## src/battery_pin_pkg.sv

```systemverilog
/*
  Shared constants and types for the eight-pin battery I/O controller.
  Assumes a 125 MHz aclk and an AXI4-Lite register bus with 8-bit addresses.
*/
package battery_pin_pkg;
  // ----------------------------------------------------------------
  // timing
  // ----------------------------------------------------------------
  localparam int CLK_HZ          = 125_000_000;
  localparam int DISPLAY_BASE_MS = 2000;
  localparam int DISPLAY_BASE_CYCLES = DISPLAY_BASE_MS * (CLK_HZ / 1000);
  // ----------------------------------------------------------------
  // register byte offsets
  // ----------------------------------------------------------------
  localparam int ADDR_W = 8;
  localparam logic [7:0] OFS_PIN_CFG = 8'h00;
  localparam logic [7:0] OFS_PIN_ASG = 8'h04;
  localparam logic [7:0] OFS_LED_CFG = 8'h08;
  localparam logic [7:0] OFS_PERM    = 8'h0C;
  localparam logic [7:0] OFS_LVL     = 8'h10; // four words, two levels each
  localparam logic [7:0] OFS_CDEF    = 8'h20; // four words, two pins each
  localparam logic [7:0] OFS_STATUS  = 8'h30;
  localparam logic [7:0] OFS_MASK    = 8'h34;
  localparam logic [7:0] OFS_PINSTAT = 8'h38;
  localparam logic [1:0] RESP_OKAY   = 2'h0;
  localparam logic [1:0] RESP_SLVERR = 2'h2;
  // ----------------------------------------------------------------
  // fault indices and status bits
  // ----------------------------------------------------------------
  localparam int FLT_IMB = 0, FLT_OT = 1, FLT_OC = 2, FLT_COV = 3;
  localparam int FLT_POV = 4, FLT_UT = 5, FLT_CUV = 6, LVL_ALARM = 7;
  localparam int ST_DISP = 8, ST_FAULT = 9, ST_ALARM = 10, STAT_W = 11;
  localparam int PERM_EN_BIT = 16;
  // ----------------------------------------------------------------
  // types; first field of a word is its high byte
  // ----------------------------------------------------------------
  typedef struct packed {
    logic [7:0] pin_active_level, soc_display_membership;
    logic [7:0] pin_direction_select, pin_function_select;
  } pin_cfg_t;
  typedef struct packed {
    logic [7:0] charge_pin_assign, display_switch_assign;
    logic [7:0] safety_pin_assign, pin_powerup_state;
  } pin_asg_t;
  typedef struct packed {
    logic [7:0] voltage_fault_filter_count, current_fault_filter_count;
    logic [7:0] display_extend_count, led_pwm_duty;
  } led_cfg_t;
  typedef struct packed {
    logic [15:0] imbalance, temp, current, cell_max, pack, cell_min;
  } meas_t;
  // ----------------------------------------------------------------
  // reset values
  // ----------------------------------------------------------------
  localparam pin_cfg_t PIN_CFG_RST = '{8'hC0, 8'h1F, 8'hFF, 8'h00};
  localparam pin_asg_t PIN_ASG_RST = '{8'h00, 8'h00, 8'h60, 8'h00};
  localparam led_cfg_t LED_CFG_RST = '{8'h0A, 8'h3C, 8'h06, 8'h03};
  localparam logic [15:0] PERM_MIN_RST = 16'h0064;
  localparam logic [7:0][15:0] LVL_RST = '{16'h1004, 16'h0A8C, 16'h00C8,
    16'h41A0, 16'h1004, 16'h01F4, 16'h0258, 16'h0064};
  localparam logic [7:0][15:0] CDEF_RST = '{16'h0000, 16'h0001, 16'hAE00,
    16'h0051, 16'h003D, 16'h0029, 16'h0015, 16'h0001};
  // ----------------------------------------------------------------
  // whole state of the controller
  // ----------------------------------------------------------------
  typedef struct packed {
    pin_cfg_t pc; pin_asg_t pa; led_cfg_t lc;
    logic perm_en; logic [15:0] perm_min;
    logic [7:0][15:0] lvl, cdef;
    logic [STAT_W-1:0] status, mask;
    logic [7:0] pin_prev, pin_out; logic primed;
    logic [6:0] fault; logic alarm; logic [6:0][7:0] filt;
    logic [7:0] pwm; logic disp; logic [31:0] base_cnt; logic [7:0] ext_cnt;
    logic aw_got, w_got; logic [7:0] aw_addr; logic [31:0] wdata;
    logic [3:0] wstrb; logic bvalid; logic [1:0] bresp;
    logic rvalid; logic [31:0] rdata; logic [1:0] rresp;
  } state_t;
endpackage : battery_pin_pkg

```

## src/battery_pin_io_control.sv

```systemverilog
/*
  Eight programmable battery-manager pins: edge inputs, display switch,
  push-pull and LED outputs, safety and charge-control outputs, a timed
  state-of-charge display and filtered, threshold-cleared safety faults.
  Assumes synchronous pin inputs, a one-cycle period_tick from the device
  time base, and raw trip flags from the measurement logic.
*/
// The AXI4-Lite interface to the registers and the register offsets were chosen for this implementation.
// Function
// - input edge sense set by function bit
// - output function bit selects LED or push-pull
// - direction bit one means output, default all
// - membership bit puts LED in charge display
// - triggered pin active, otherwise opposite level
// - polarity bit one means active high
// - reset drives power-up state level
// - safety bit hands pin to safety faults
// - switch bit makes pin the display switch
// - LED outputs modulated by stored duty
// - permanent display needs charging above minimum
// - display lasts two seconds plus periods
// - current fault needs filter periods held
// - voltage fault needs filter periods held
// - clear levels release matching safety faults
// - separate level clears charge stop alarm
// - condition word: low AND, high OR
// - charge bit drives pin from charge control
`timescale 1ns/1ns
module battery_pin_io_control #(
  parameter int HOLD_CYCLES = battery_pin_pkg::DISPLAY_BASE_CYCLES
) (
  input  wire logic                          aclk,
  input  wire logic                          aresetn,
  input  wire logic                          ce,
  input  wire logic [7:0]                    awaddr,
  input  wire logic                          awvalid,
  output      logic                          awready,
  input  wire logic [31:0]                   wdata,
  input  wire logic [3:0]                    wstrb,
  input  wire logic                          wvalid,
  output      logic                          wready,
  output      logic [1:0]                    bresp,
  output      logic                          bvalid,
  input  wire logic                          bready,
  input  wire logic [7:0]                    araddr,
  input  wire logic                          arvalid,
  output      logic                          arready,
  output      logic [31:0]                   rdata,
  output      logic [1:0]                    rresp,
  output      logic                          rvalid,
  input  wire logic                          rready,
  input  wire logic [7:0]                    pin_i,
  output      logic [7:0]                    pin_o,
  output      logic [7:0]                    pin_oe,
  input  wire logic                          period_tick,
  input  wire logic [6:0]                    trip_raw,
  input  wire logic                          charge_alarm_set,
  input  wire logic                          charging,
  input  wire logic                          charge_req,
  input  wire logic [3:0]                    ext_cond,
  input  wire battery_pin_pkg::meas_t        meas,
  output      logic                          irq
);
  import battery_pin_pkg::*;

  state_t st;
  state_t next_st;

  // ----------------------------------------------------------------
  // helpers
  // ----------------------------------------------------------------
  // and-group needs a non-empty mask, or an empty AND would always fire
  function automatic logic cond_hit(logic [15:0] def, logic [7:0] c);
    logic [7:0] am;
    am = def[7:0];
    return ((am != 8'h00) && ((c & am) == am)) || |(c & def[15:8]);
  endfunction : cond_hit

  function automatic logic [31:0] merge(logic [31:0] o, logic [31:0] n,
                                        logic [3:0] s);
    logic [31:0] r;
    r = o;
    for (int b = 0; b < 4; b++) begin
      if (s[b]) begin
        r[8*b +: 8] = n[8*b +: 8];
      end
    end
    return r;
  endfunction : merge

  function automatic logic mapped(logic [7:0] a);
    return a[7:2] <= OFS_PINSTAT[7:2];
  endfunction : mapped

  function automatic logic [31:0] rd_word(state_t s, logic [7:0] a);
    logic [31:0] r;
    logic [1:0]  k;
    r = 32'h0000_0000;
    k = a[3:2];
    if (a[7:2] == OFS_PIN_CFG[7:2]) r = s.pc;
    if (a[7:2] == OFS_PIN_ASG[7:2]) r = s.pa;
    if (a[7:2] == OFS_LED_CFG[7:2]) r = s.lc;
    if (a[7:2] == OFS_PERM[7:2])    r = {15'h0000, s.perm_en, s.perm_min};
    if (a[7:4] == OFS_LVL[7:4])     r = {s.lvl[2*k+1], s.lvl[2*k]};
    if (a[7:4] == OFS_CDEF[7:4])    r = {s.cdef[2*k+1], s.cdef[2*k]};
    if (a[7:2] == OFS_STATUS[7:2])  r = 32'(s.status);
    if (a[7:2] == OFS_MASK[7:2])    r = 32'(s.mask);
    if (a[7:2] == OFS_PINSTAT[7:2]) r = {s.alarm, s.fault, 7'h00, s.disp,
                                         s.pin_out, s.pin_prev};
    return r;
  endfunction : rd_word

  // ----------------------------------------------------------------
  // pin decode
  // ----------------------------------------------------------------
  logic [7:0] is_out;
  logic [7:0] is_led;
  logic [7:0] rise;
  logic [7:0] fall;
  logic [7:0] edge_hit;
  logic [7:0] cond;
  logic [7:0] trig;
  logic       sw_hit;
  logic       perm_ok;
  logic       pwm_on;

  // a pin the switch owns is always listened to, never driven
  assign is_out = st.pc.pin_direction_select
                  & ~st.pa.display_switch_assign;
  assign is_led = is_out & st.pc.pin_function_select;
  assign pin_oe = is_out;
  assign pin_o  = st.pin_out;
  assign rise   = pin_i & ~st.pin_prev;
  assign fall   = ~pin_i & st.pin_prev;
  // first sample after reset has no history, so no edge is claimed
  assign edge_hit = st.primed ? (~is_out & ((st.pc.pin_function_select & rise)
                    | (~st.pc.pin_function_select & fall))) : 8'h00;
  assign sw_hit  = |(edge_hit & st.pa.display_switch_assign);
  assign perm_ok = st.perm_en && charging
                   && (meas.current >= st.perm_min);
  assign pwm_on  = st.pwm < st.lc.led_pwm_duty;
  assign cond    = {ext_cond, perm_ok, st.disp, st.alarm, |st.fault};

  // per-pin trigger: safety over charge control over LED and user logic
  always_comb begin
    for (int i = 0; i < 8; i++) begin
      if (st.pa.safety_pin_assign[i]) begin
        trig[i] = |st.fault;
      end else if (st.pa.charge_pin_assign[i]) begin
        trig[i] = charge_req && !st.alarm;
      end else if (is_led[i] && st.pc.soc_display_membership[i]) begin
        trig[i] = (st.disp || perm_ok) && pwm_on;
      end else if (is_led[i]) begin
        trig[i] = cond_hit(st.cdef[i], cond) && pwm_on;
      end else begin
        trig[i] = cond_hit(st.cdef[i], cond);
      end
    end
  end

  // ----------------------------------------------------------------
  // safety clearing
  // ----------------------------------------------------------------
  logic [6:0] clr_ok;
  logic       alarm_clr;
  logic [7:0] lim [7];

  always_comb begin
    clr_ok[FLT_IMB] = meas.imbalance <= st.lvl[FLT_IMB];
    clr_ok[FLT_OT]  = meas.temp      <= st.lvl[FLT_OT];
    clr_ok[FLT_OC]  = meas.current   <= st.lvl[FLT_OC];
    clr_ok[FLT_COV] = meas.cell_max  <= st.lvl[FLT_COV];
    clr_ok[FLT_POV] = meas.pack      <= st.lvl[FLT_POV];
    clr_ok[FLT_UT]  = meas.temp      >= st.lvl[FLT_UT];
    clr_ok[FLT_CUV] = meas.cell_min  >= st.lvl[FLT_CUV];
  end
  assign alarm_clr = meas.cell_max <= st.lvl[LVL_ALARM];

  // only the current check uses the current filter; the rest use voltage
  generate
    for (genvar f = 0; f < 7; f++) begin : g_lim
      if (f == FLT_OC) begin : g_i
        assign lim[f] = st.lc.current_fault_filter_count;
      end else begin : g_v
        assign lim[f] = st.lc.voltage_fault_filter_count;
      end
    end
  endgenerate

  // ----------------------------------------------------------------
  // bus handshakes; a frozen block accepts nothing
  // ----------------------------------------------------------------
  assign awready = ce && !st.aw_got && !st.bvalid;
  assign wready  = ce && !st.w_got && !st.bvalid;
  assign arready = ce && !st.rvalid;
  assign bvalid  = st.bvalid;
  assign bresp   = st.bresp;
  assign rvalid  = st.rvalid;
  assign rdata   = st.rdata;
  assign rresp   = st.rresp;
  assign irq     = |(st.status & st.mask);

  // ----------------------------------------------------------------
  // next state
  // ----------------------------------------------------------------
  always_comb begin
    logic [31:0]       wv;
    logic [1:0]        k;
    logic [STAT_W-1:0] ev;
    logic [6:0]        nf;
    wv = 32'h0000_0000;
    k  = 2'h0;
    ev = '0;
    nf = st.fault;
    next_st = st;
    // write address and data are taken in either order
    if (awvalid && awready) begin
      next_st.aw_got  = 1'b1;
      next_st.aw_addr = awaddr;
    end
    if (wvalid && wready) begin
      next_st.w_got = 1'b1;
      next_st.wdata = wdata;
      next_st.wstrb = wstrb;
    end
    if (st.bvalid && bready) begin
      next_st.bvalid = 1'b0;
    end
    if (st.aw_got && st.w_got) begin
      next_st.aw_got = 1'b0;
      next_st.w_got  = 1'b0;
      next_st.bvalid = 1'b1;
      next_st.bresp  = mapped(st.aw_addr) ? RESP_OKAY : RESP_SLVERR;
      wv = merge(rd_word(st, st.aw_addr), st.wdata, st.wstrb);
      k  = st.aw_addr[3:2];
      if (st.aw_addr[7:2] == OFS_PIN_CFG[7:2]) next_st.pc = wv;
      if (st.aw_addr[7:2] == OFS_PIN_ASG[7:2]) next_st.pa = wv;
      if (st.aw_addr[7:2] == OFS_LED_CFG[7:2]) next_st.lc = wv;
      if (st.aw_addr[7:2] == OFS_PERM[7:2]) begin
        next_st.perm_en  = wv[PERM_EN_BIT];
        next_st.perm_min = wv[15:0];
      end
      if (st.aw_addr[7:4] == OFS_LVL[7:4]) begin
        next_st.lvl[2*k]   = wv[15:0];
        next_st.lvl[2*k+1] = wv[31:16];
      end
      if (st.aw_addr[7:4] == OFS_CDEF[7:4]) begin
        next_st.cdef[2*k]   = wv[15:0];
        next_st.cdef[2*k+1] = wv[31:16];
      end
      if (st.aw_addr[7:2] == OFS_STATUS[7:2]) begin
        next_st.status = st.status
                         & ~STAT_W'(merge(32'h0, st.wdata, st.wstrb));
      end
      if (st.aw_addr[7:2] == OFS_MASK[7:2]) begin
        next_st.mask = wv[STAT_W-1:0];
      end
    end
    // one read in flight; data is latched with the address
    if (st.rvalid && rready) begin
      next_st.rvalid = 1'b0;
    end
    if (arvalid && arready) begin
      next_st.rvalid = 1'b1;
      next_st.rdata  = rd_word(st, araddr);
      next_st.rresp  = mapped(araddr) ? RESP_OKAY : RESP_SLVERR;
    end
    // pin history and led modulation
    next_st.primed   = 1'b1;
    next_st.pin_prev = pin_i;
    next_st.pwm      = st.pwm + 8'h01;
    // display timer: fixed hold, then extension periods
    if (sw_hit && !st.disp) begin
      next_st.disp     = 1'b1;
      next_st.base_cnt = 32'(HOLD_CYCLES - 1);
      next_st.ext_cnt  = st.lc.display_extend_count;
      ev[ST_DISP]      = 1'b1;
    end else if (st.disp) begin
      if (st.base_cnt != 32'h0) begin
        next_st.base_cnt = st.base_cnt - 32'h1;
      end else if (st.ext_cnt != 8'h00) begin
        if (period_tick) begin
          next_st.ext_cnt = st.ext_cnt - 8'h01;
        end
      end else begin
        next_st.disp = 1'b0;
      end
    end
    // safety filters: a trip counts periods, a gap restarts it
    for (int f = 0; f < 7; f++) begin
      if (!trip_raw[f]) begin
        next_st.filt[f] = 8'h00;
      end else if (period_tick && st.filt[f] < lim[f]) begin
        next_st.filt[f] = st.filt[f] + 8'h01;
      end
      if (clr_ok[f] && !trip_raw[f]) begin
        nf[f] = 1'b0;
      end
      if (trip_raw[f] && st.filt[f] >= lim[f]) begin
        nf[f] = 1'b1;
      end
    end
    next_st.fault = nf;
    ev[ST_FAULT]  = |(nf & ~st.fault);
    // a new alarm outranks a clear in the same cycle
    if (alarm_clr) begin
      next_st.alarm = 1'b0;
    end
    if (charge_alarm_set) begin
      next_st.alarm = 1'b1;
    end
    ev[ST_ALARM] = charge_alarm_set && !st.alarm;
    ev[7:0]      = edge_hit;
    next_st.status = next_st.status | ev;
    // pins keep the power-up level for the first enabled cycle
    if (st.primed) begin
      next_st.pin_out = ~(trig ^ st.pc.pin_active_level);
    end else begin
      next_st.pin_out = st.pa.pin_powerup_state;
    end
  end

  // ----------------------------------------------------------------
  // state register; constants only under reset
  // ----------------------------------------------------------------
  always_ff @(posedge aclk) begin
    if (!aresetn) begin
      st          <= '0;
      st.pc       <= PIN_CFG_RST;
      st.pa       <= PIN_ASG_RST;
      st.lc       <= LED_CFG_RST;
      st.perm_min <= PERM_MIN_RST;
      st.lvl      <= LVL_RST;
      st.cdef     <= CDEF_RST;
      st.pin_out  <= PIN_ASG_RST.pin_powerup_state;
    end else if (ce) begin
      st <= next_st;
    end
  end
endmodule : battery_pin_io_control

```

## config.mk

```make
export PLATFORM = sky130hd
export DESIGN_NAME = battery_pin_io_control
export DESIGN_NICKNAME = d
export VERILOG_FILES = /design/src/battery_pin_pkg.sv /design/src/battery_pin_io_control.sv
export SDC_FILE = /design/constraint.sdc
export NUM_CORES = 2
export LEC_CHECK = 0
export ABC_AREA = 1
export BUFFER_PORTS_ARGS = -buffer_cell sky130_fd_sc_hd__buf_4
export CAP_MARGIN = 25
export CORE_UTILIZATION = 33
export DETAILED_ROUTE_END_ITERATION = 10
export SLEW_MARGIN = 15
export SYNTH_ARGS = -nofsm -noshare
export SYNTH_HDL_FRONTEND = slang
export SYNTH_SLANG_ARGS = --single-unit
```

## constraint.sdc

```tcl
create_clock -name aclk -period 2.79 [get_ports aclk]
set_clock_uncertainty 0.1 [all_clocks]
set_input_delay 0.279 -clock aclk [delete_from_list [all_inputs] [get_ports aclk]]
set_output_delay 0.279 -clock aclk [all_outputs]
set_load 0.005 [all_outputs]
```

Yosys cells after proc, flatten, opt, wreduce, memory -nomap -nowiden
Cells that the tools add are included.
{ "op_classes": {"n_addsub": 12, "n_mul": 0, "n_div": 0, "n_lt_le_gt_ge": 32, "n_eq_ne": 32, "shift": 0, "muxes": 141, "bitwise": 38, "reduce_logical": 144} }
{ "op_table": {"columns": ["op", "n"], "rows": [
  ["two-way mux 32 bit", 19],
  ["bitwise mux 128 bit", 4],
  ["two-way mux 8 bit", 30],
  ["AND 8 bit", 24],
  ["binary-select mux 16 bit (select 3 bit)", 4],
  ["two-way mux 16 bit", 10],
  ["binary-select mux 16 bit (select 2 bit)", 4],
  ["<= comparator 16 bit", 6],
  ["two-way mux 41 bit", 2],
  ["nonzero test 8 bit", 9],
  ["OR reduction 8 bit", 9],
  ["adder 8 x 1 -> 8 bit (second input constant)", 8],
  ["== test 8 bit", 8],
  ["logical AND 1 bit", 64],
  ["less-than comparator 8 bit", 8],
  ["greater-or-equal comparator 8 bit", 7],
  ["two-way mux 1 bit", 55],
  ["demux 16 bit (select 3 bit)", 1],
  ["greater-or-equal comparator 16 bit", 3],
  ["NOT 8 bit", 6],
  ["== test 6 x 4 -> 1 bit (second input constant)", 6],
  ["two-way mux 35 bit", 1],
  ["demux 16 bit (select 2 bit)", 1],
  ["AND reduction 2 bit", 16],
  ["34 further kinds", 94]
]} }
{ "word_totals": {"ff_bits": 605, "latch_bits": 0, "ram_bits": 0, "romBits": 0, "input_bits": 179, "memories": 0} }

Logic depth before layout (Yosys ltp)
{ "logic_depth": {"depth_word": 15, "depth_mapped": 23} }

Worst setup path after synthesis
No wires, ideal clock.
{ "synth_path": {"path_kind": "register to register", "from": "register st[499] in the netlist's numbering", "to": "register st (netlist bit pin_o[1])", "setup_time_ps": 132, "arrival_time_ps": 2109, "t_required_ps": 2558, "slack_ps": 449, "stages_incl_launch_ff": 22, "n_path_buf": 0, "synth_period_minus_slack_ps": 2341, "cell_sequence": "dfxtp_1 > inv_1 > ha_1 > nand2_1 > inv_1 > nand2_1 > nor2_1 > nor2_1 > nand2_1 > nand2_1 > nand2_1 > nand2_1 > a21oi_1 > nand2_1 > nand2_1 > nand2_1 > nand2_1 > nand2_1 > nand2_1 > nand3_1 > nand2_1 > a21oi_1"} }
{ "synth_between": {"elab_chain_cells": 14} }
{ "synth_lines": {"columns": ["element", "line_no", "source"], "rows": [
  ["from (decl)", "battery_pin_io_control.sv:66", "state_t st;"],
  ["from (signal assigned)", "battery_pin_io_control.sv:337", "st <= next_st;"],
  ["greater-or-equal comparator 16 bit *", "battery_pin_io_control.sv:140", "&& (meas.current >= st.perm_min);"],
  ["logical AND 1 bit *", "battery_pin_io_control.sv:140", null],
  ["AND 8 bit", "battery_pin_io_control.sv:76", "return ((am != 8'h00) && ((c & am) == am)) || |(c & def[15:8]);"],
  ["== test 8 bit", "battery_pin_io_control.sv:76", null],
  ["logical AND 1 bit", "battery_pin_io_control.sv:76", null],
  ["logical OR 1 bit", "battery_pin_io_control.sv:76", null],
  ["logical AND 1 bit", "battery_pin_io_control.sv:154", "trig[i] = cond_hit(st.cdef[i], cond) && pwm_on;"],
  ["two-way mux 1 bit", "battery_pin_io_control.sv:153", "end else if (is_led[i]) begin"],
  ["two-way mux 1 bit *", "battery_pin_io_control.sv:151", "end else if (is_led[i] && st.pc.soc_display_membership[i]) begin"],
  ["two-way mux 1 bit *", "battery_pin_io_control.sv:149", "end else if (st.pa.charge_pin_assign[i]) begin"],
  ["two-way mux 1 bit *", "battery_pin_io_control.sv:147", "if (st.pa.safety_pin_assign[i]) begin"],
  ["bitwise XOR 8 bit *", "battery_pin_io_control.sv:317", "next_st.pin_out = ~(trig ^ st.pc.pin_active_level);"],
  ["NOT 8 bit *", "battery_pin_io_control.sv:317", null],
  ["two-way mux 8 bit *", "battery_pin_io_control.sv:316", "if (st.primed) begin"]
]} }
Every way passes the cells marked *; elsewhere a longest branch is shown, timed or not.
A chain may end at the register's enable or synchronous reset.

Final worst setup path
{ "layout_path": {"from": "register st[76] in the netlist's numbering", "to": "register st[474] in the netlist's numbering"} }
{ "layout_between": {"elab_chain_cells": 14} }
{ "layout_lines": {"columns": ["element", "line_no", "source"], "rows": [
  ["parallel branches: the longest is 13 deep, another holds adder 3 x 1 -> 4 bit", null, null],
  ["bitwise mux 128 bit *", "battery_pin_io_control.sv:245", "next_st.lvl[2*k+1] = wv[31:16];"]
]} }
Every way passes the cells marked *. The select of a mux whose other input is x is not followed.

==> run metrics <==
status=finished, final reports clean; layout cell share with drive strength beyond 1=0.158; Leak=19.8 nW; Critical Path RT=3220 ps; # nets final=5988; port bufs=230; worst path arrival time=3210 ps; grt total ovfl=0; syn_area_per_cell=6.92 sq um; mapped cell area=35600 sq um; RSZ-0062 raised after global routing=yes; Sink Count=601; Worst Path Class, Setup=reg2reg; post-DR wirelength/cell=24.6 um; iteration-0 DRC count of the detailed router=5472; Top FF cell, synth=dfxtp_1; Setup crit start kind=register; Area Growth Syn to Fin=25.5%; CP Capture Type=register; # IOs=237; Filler cells=11000; Total GRT Usage=0.308; sw frac=0.303; sequential area share after synthesis=0.338; Clk Latency, worst-skew pair=680 ps; pwr dens=497 nW/um^2; Clk pwr share=0.435; post-route ant nets=0; Die Area=109000 sq um; largest net degree at the start of global routing=93; CTS Root Cell=clkbuf_16; Distinct cells, synth=68; Post-synth ARST share=0; die height=331 um; area of the core=107000 sq um; Yosys Warn Count=0; Seq cells post-synth=601; first-pass iteration count of the detailed router=8; vias=40000; Psw=6.74 mW; headroom to the max-slew limit=0.357; Max clock buf depth=3; critical-path cell list=buf_4, nand2_2, buf_12, nor2_4, inv_1, buf_4, o21ai_0, o22ai_1, o211ai_1, nand2_1, nand3_1, o21ai_1, buf_12, a21oi_1; CTS tree=yes; Final Wtd Congestion=1.09; Final setup viols=0; Final Max Slew Viols=0; number of synthesized flops with an enable pin=0; Mapped Cells=5145; first-pass GRT wire length=248000 um; H-Tree Depth=3; Max stage delay cell, worst path=dfxtp_1; Hold Vio Cnt, Final=0; row count=120; setup_tns=0 ps; initial antenna violation count=6; HPWL Detailed=133000 um; vias per inst=5.67; initial core utilization=0.333; Die Wd=331 um; Achievable Freq=359 MHz; Reg power frac=0.396; Logic pwr share=0.168; vias in the first global route=36600; most common cell after layout, fill and taps aside=nand2_1; DP Area=41400 sq um; Pwr Total=22.2 mW; max_cap viols=0; hold crit path type=in2reg; Worst-path clk slew=60 ps; worst slew pin tran=954 ps; Int Pwr=15.5 mW; critical path's largest stage delay=310 ps; design area=44700 sq um; Routed WL=174000 um; most frequent cells in the layout=nand2_1 (825), inv_1 (688), a21oi_1 (638); DRC=0; Num CTS Buffers=72; peak supply drop=365 uV; CP Max Fanout=11; Period minus WS final=2790 ps; period utilisation layout=0.999
layer usage:
metal,part of all wire,GRT usage
met5,0.000069,0
met4,0.053,0.148
met3,0.13,0.0856
met2,0.41,0.453
met1,0.41,0.415
sequential cells by signal, summed over array words and instances, names as in the netlist:
signal / cells
st: 539
rdata: 32
lim: 16
pin_o: 8
cond: 2
bresp: 1
bvalid: 1
rresp: 1
rvalid: 1
layout make-up:
cell class / count / area (sq um) / share of cell area
well taps: 1403 / 1760 / 0.0393
flip-flops and latches: 601 / 12000 / 0.270
repair buffers: 720 / 6400 / 0.143
diodes: 1 / 2.50 / 0.0000560
multi-input cells: 3477 / 19400 / 0.434
clock inverters: 25 / 290 / 0.00649
inverters: 720 / 2720 / 0.0609
clock buffers: 106 / 2080 / 0.0465
power groups by stage:
stage / sequential (mW) / combinational, mW / clock (mW)
after floorplan: 8.93 / 1.59 / 0
after global placement: 9.00 / 3.47 / 0
after detailed placement: 9.00 / 3.48 / 0
after CTS: 8.81 / 3.57 / 9.75
after global routing: 8.82 / 3.88 / 10.1
final: 8.82 / 3.75 / 9.68
Yosys cell counts, types with 5 or more instances:
library cell  instances  share of area
o2111ai_1            58          0.014
o311ai_0              5         0.0012
xor2_1                8         0.0020
o221ai_1             42          0.010
buf_2                58         0.0082
nor4_1               12         0.0021
nor2_2                7         0.0012
o22ai_1             175          0.031
o21ai_0             583          0.082
nor3b_1              21         0.0044
inv_2                18         0.0019
buf_6                14         0.0044
or2_2                13         0.0023
a211oi_1             21         0.0044
a31oi_1              25         0.0044
ha_1                217          0.076
o211ai_1             41         0.0086
dfxtp_1             601           0.34
nor3_1               76          0.011
o21ai_1              40         0.0056
nand3_1             175          0.025
a22oi_1               9         0.0019
o31ai_1              13         0.0027
buf_1                20         0.0021
nand4_1              50         0.0088
buf_4                54          0.011
nand2_1             831          0.088
o21a_1                9         0.0019
a221oi_1             34         0.0084
o21bai_1             22         0.0046
inv_1               696          0.073
nor2_1              282          0.030
clkinv_1              6        0.00063
and3_1               11         0.0019
a21oi_1             639          0.090
clkbuf_1            201          0.021
cells by family after synthesis:
| kind of cell | share of synthesized area |
|---|---|
| AOI/OAI and AO/OA | 0.279 |
| xor gates and xnor gates | 0.00271 |
| adders and majority gates | 0.0762 |
| buffers and inverters | 0.123 |
| DFF | 0.338 |
| other | 0.000105 |
| and+or+nand+nor | 0.181 |
path summary, 6_finish.rpt:
| path | depth (start not counted) | start | slack [ps] | to |
|---|---|---|---|---|
| min | 4 | arvalid | 20 | rvalid |
| min reg2reg | 2 | st[467] | 370 | st[467] |
| max reg2reg | 14 | st[76] | 3 | st[474] |
| max | 14 | st[76] | 3 | st[474] |
repair_timing:
action,in CTS,in global routing
hold buffers,61,0
setup buffers,0,10
gates resized for setup,2,54
endpoints found under the setup margin,4,182
endpoints found under the hold margin,89,0
pin swaps,0,4
critical path, delay by kind of cell (launching register included):
family | cells | cell delay, ps
AO/OA/AOI/OAI | 5 | 850
AND/OR/NAND/NOR | 4 | 370
buffers and inverters | 5 | 1010
flip-flops | 1 | 310
stage by stage:
stage          hold WS [ps]   util  cells  setup WS [ps]
4_1_cts               0.678  0.415   7041           17.0
3_3_place_gp            348  0.387   6849           31.8
6_report               21.9  0.418   7053           3.21
3_5_place_dp            357  0.387   6849           20.6
5_1_grt                29.7  0.418   7052          -24.2
2_1_floorplan           324      -   5146            449
(Power assumes the default switching activity.)
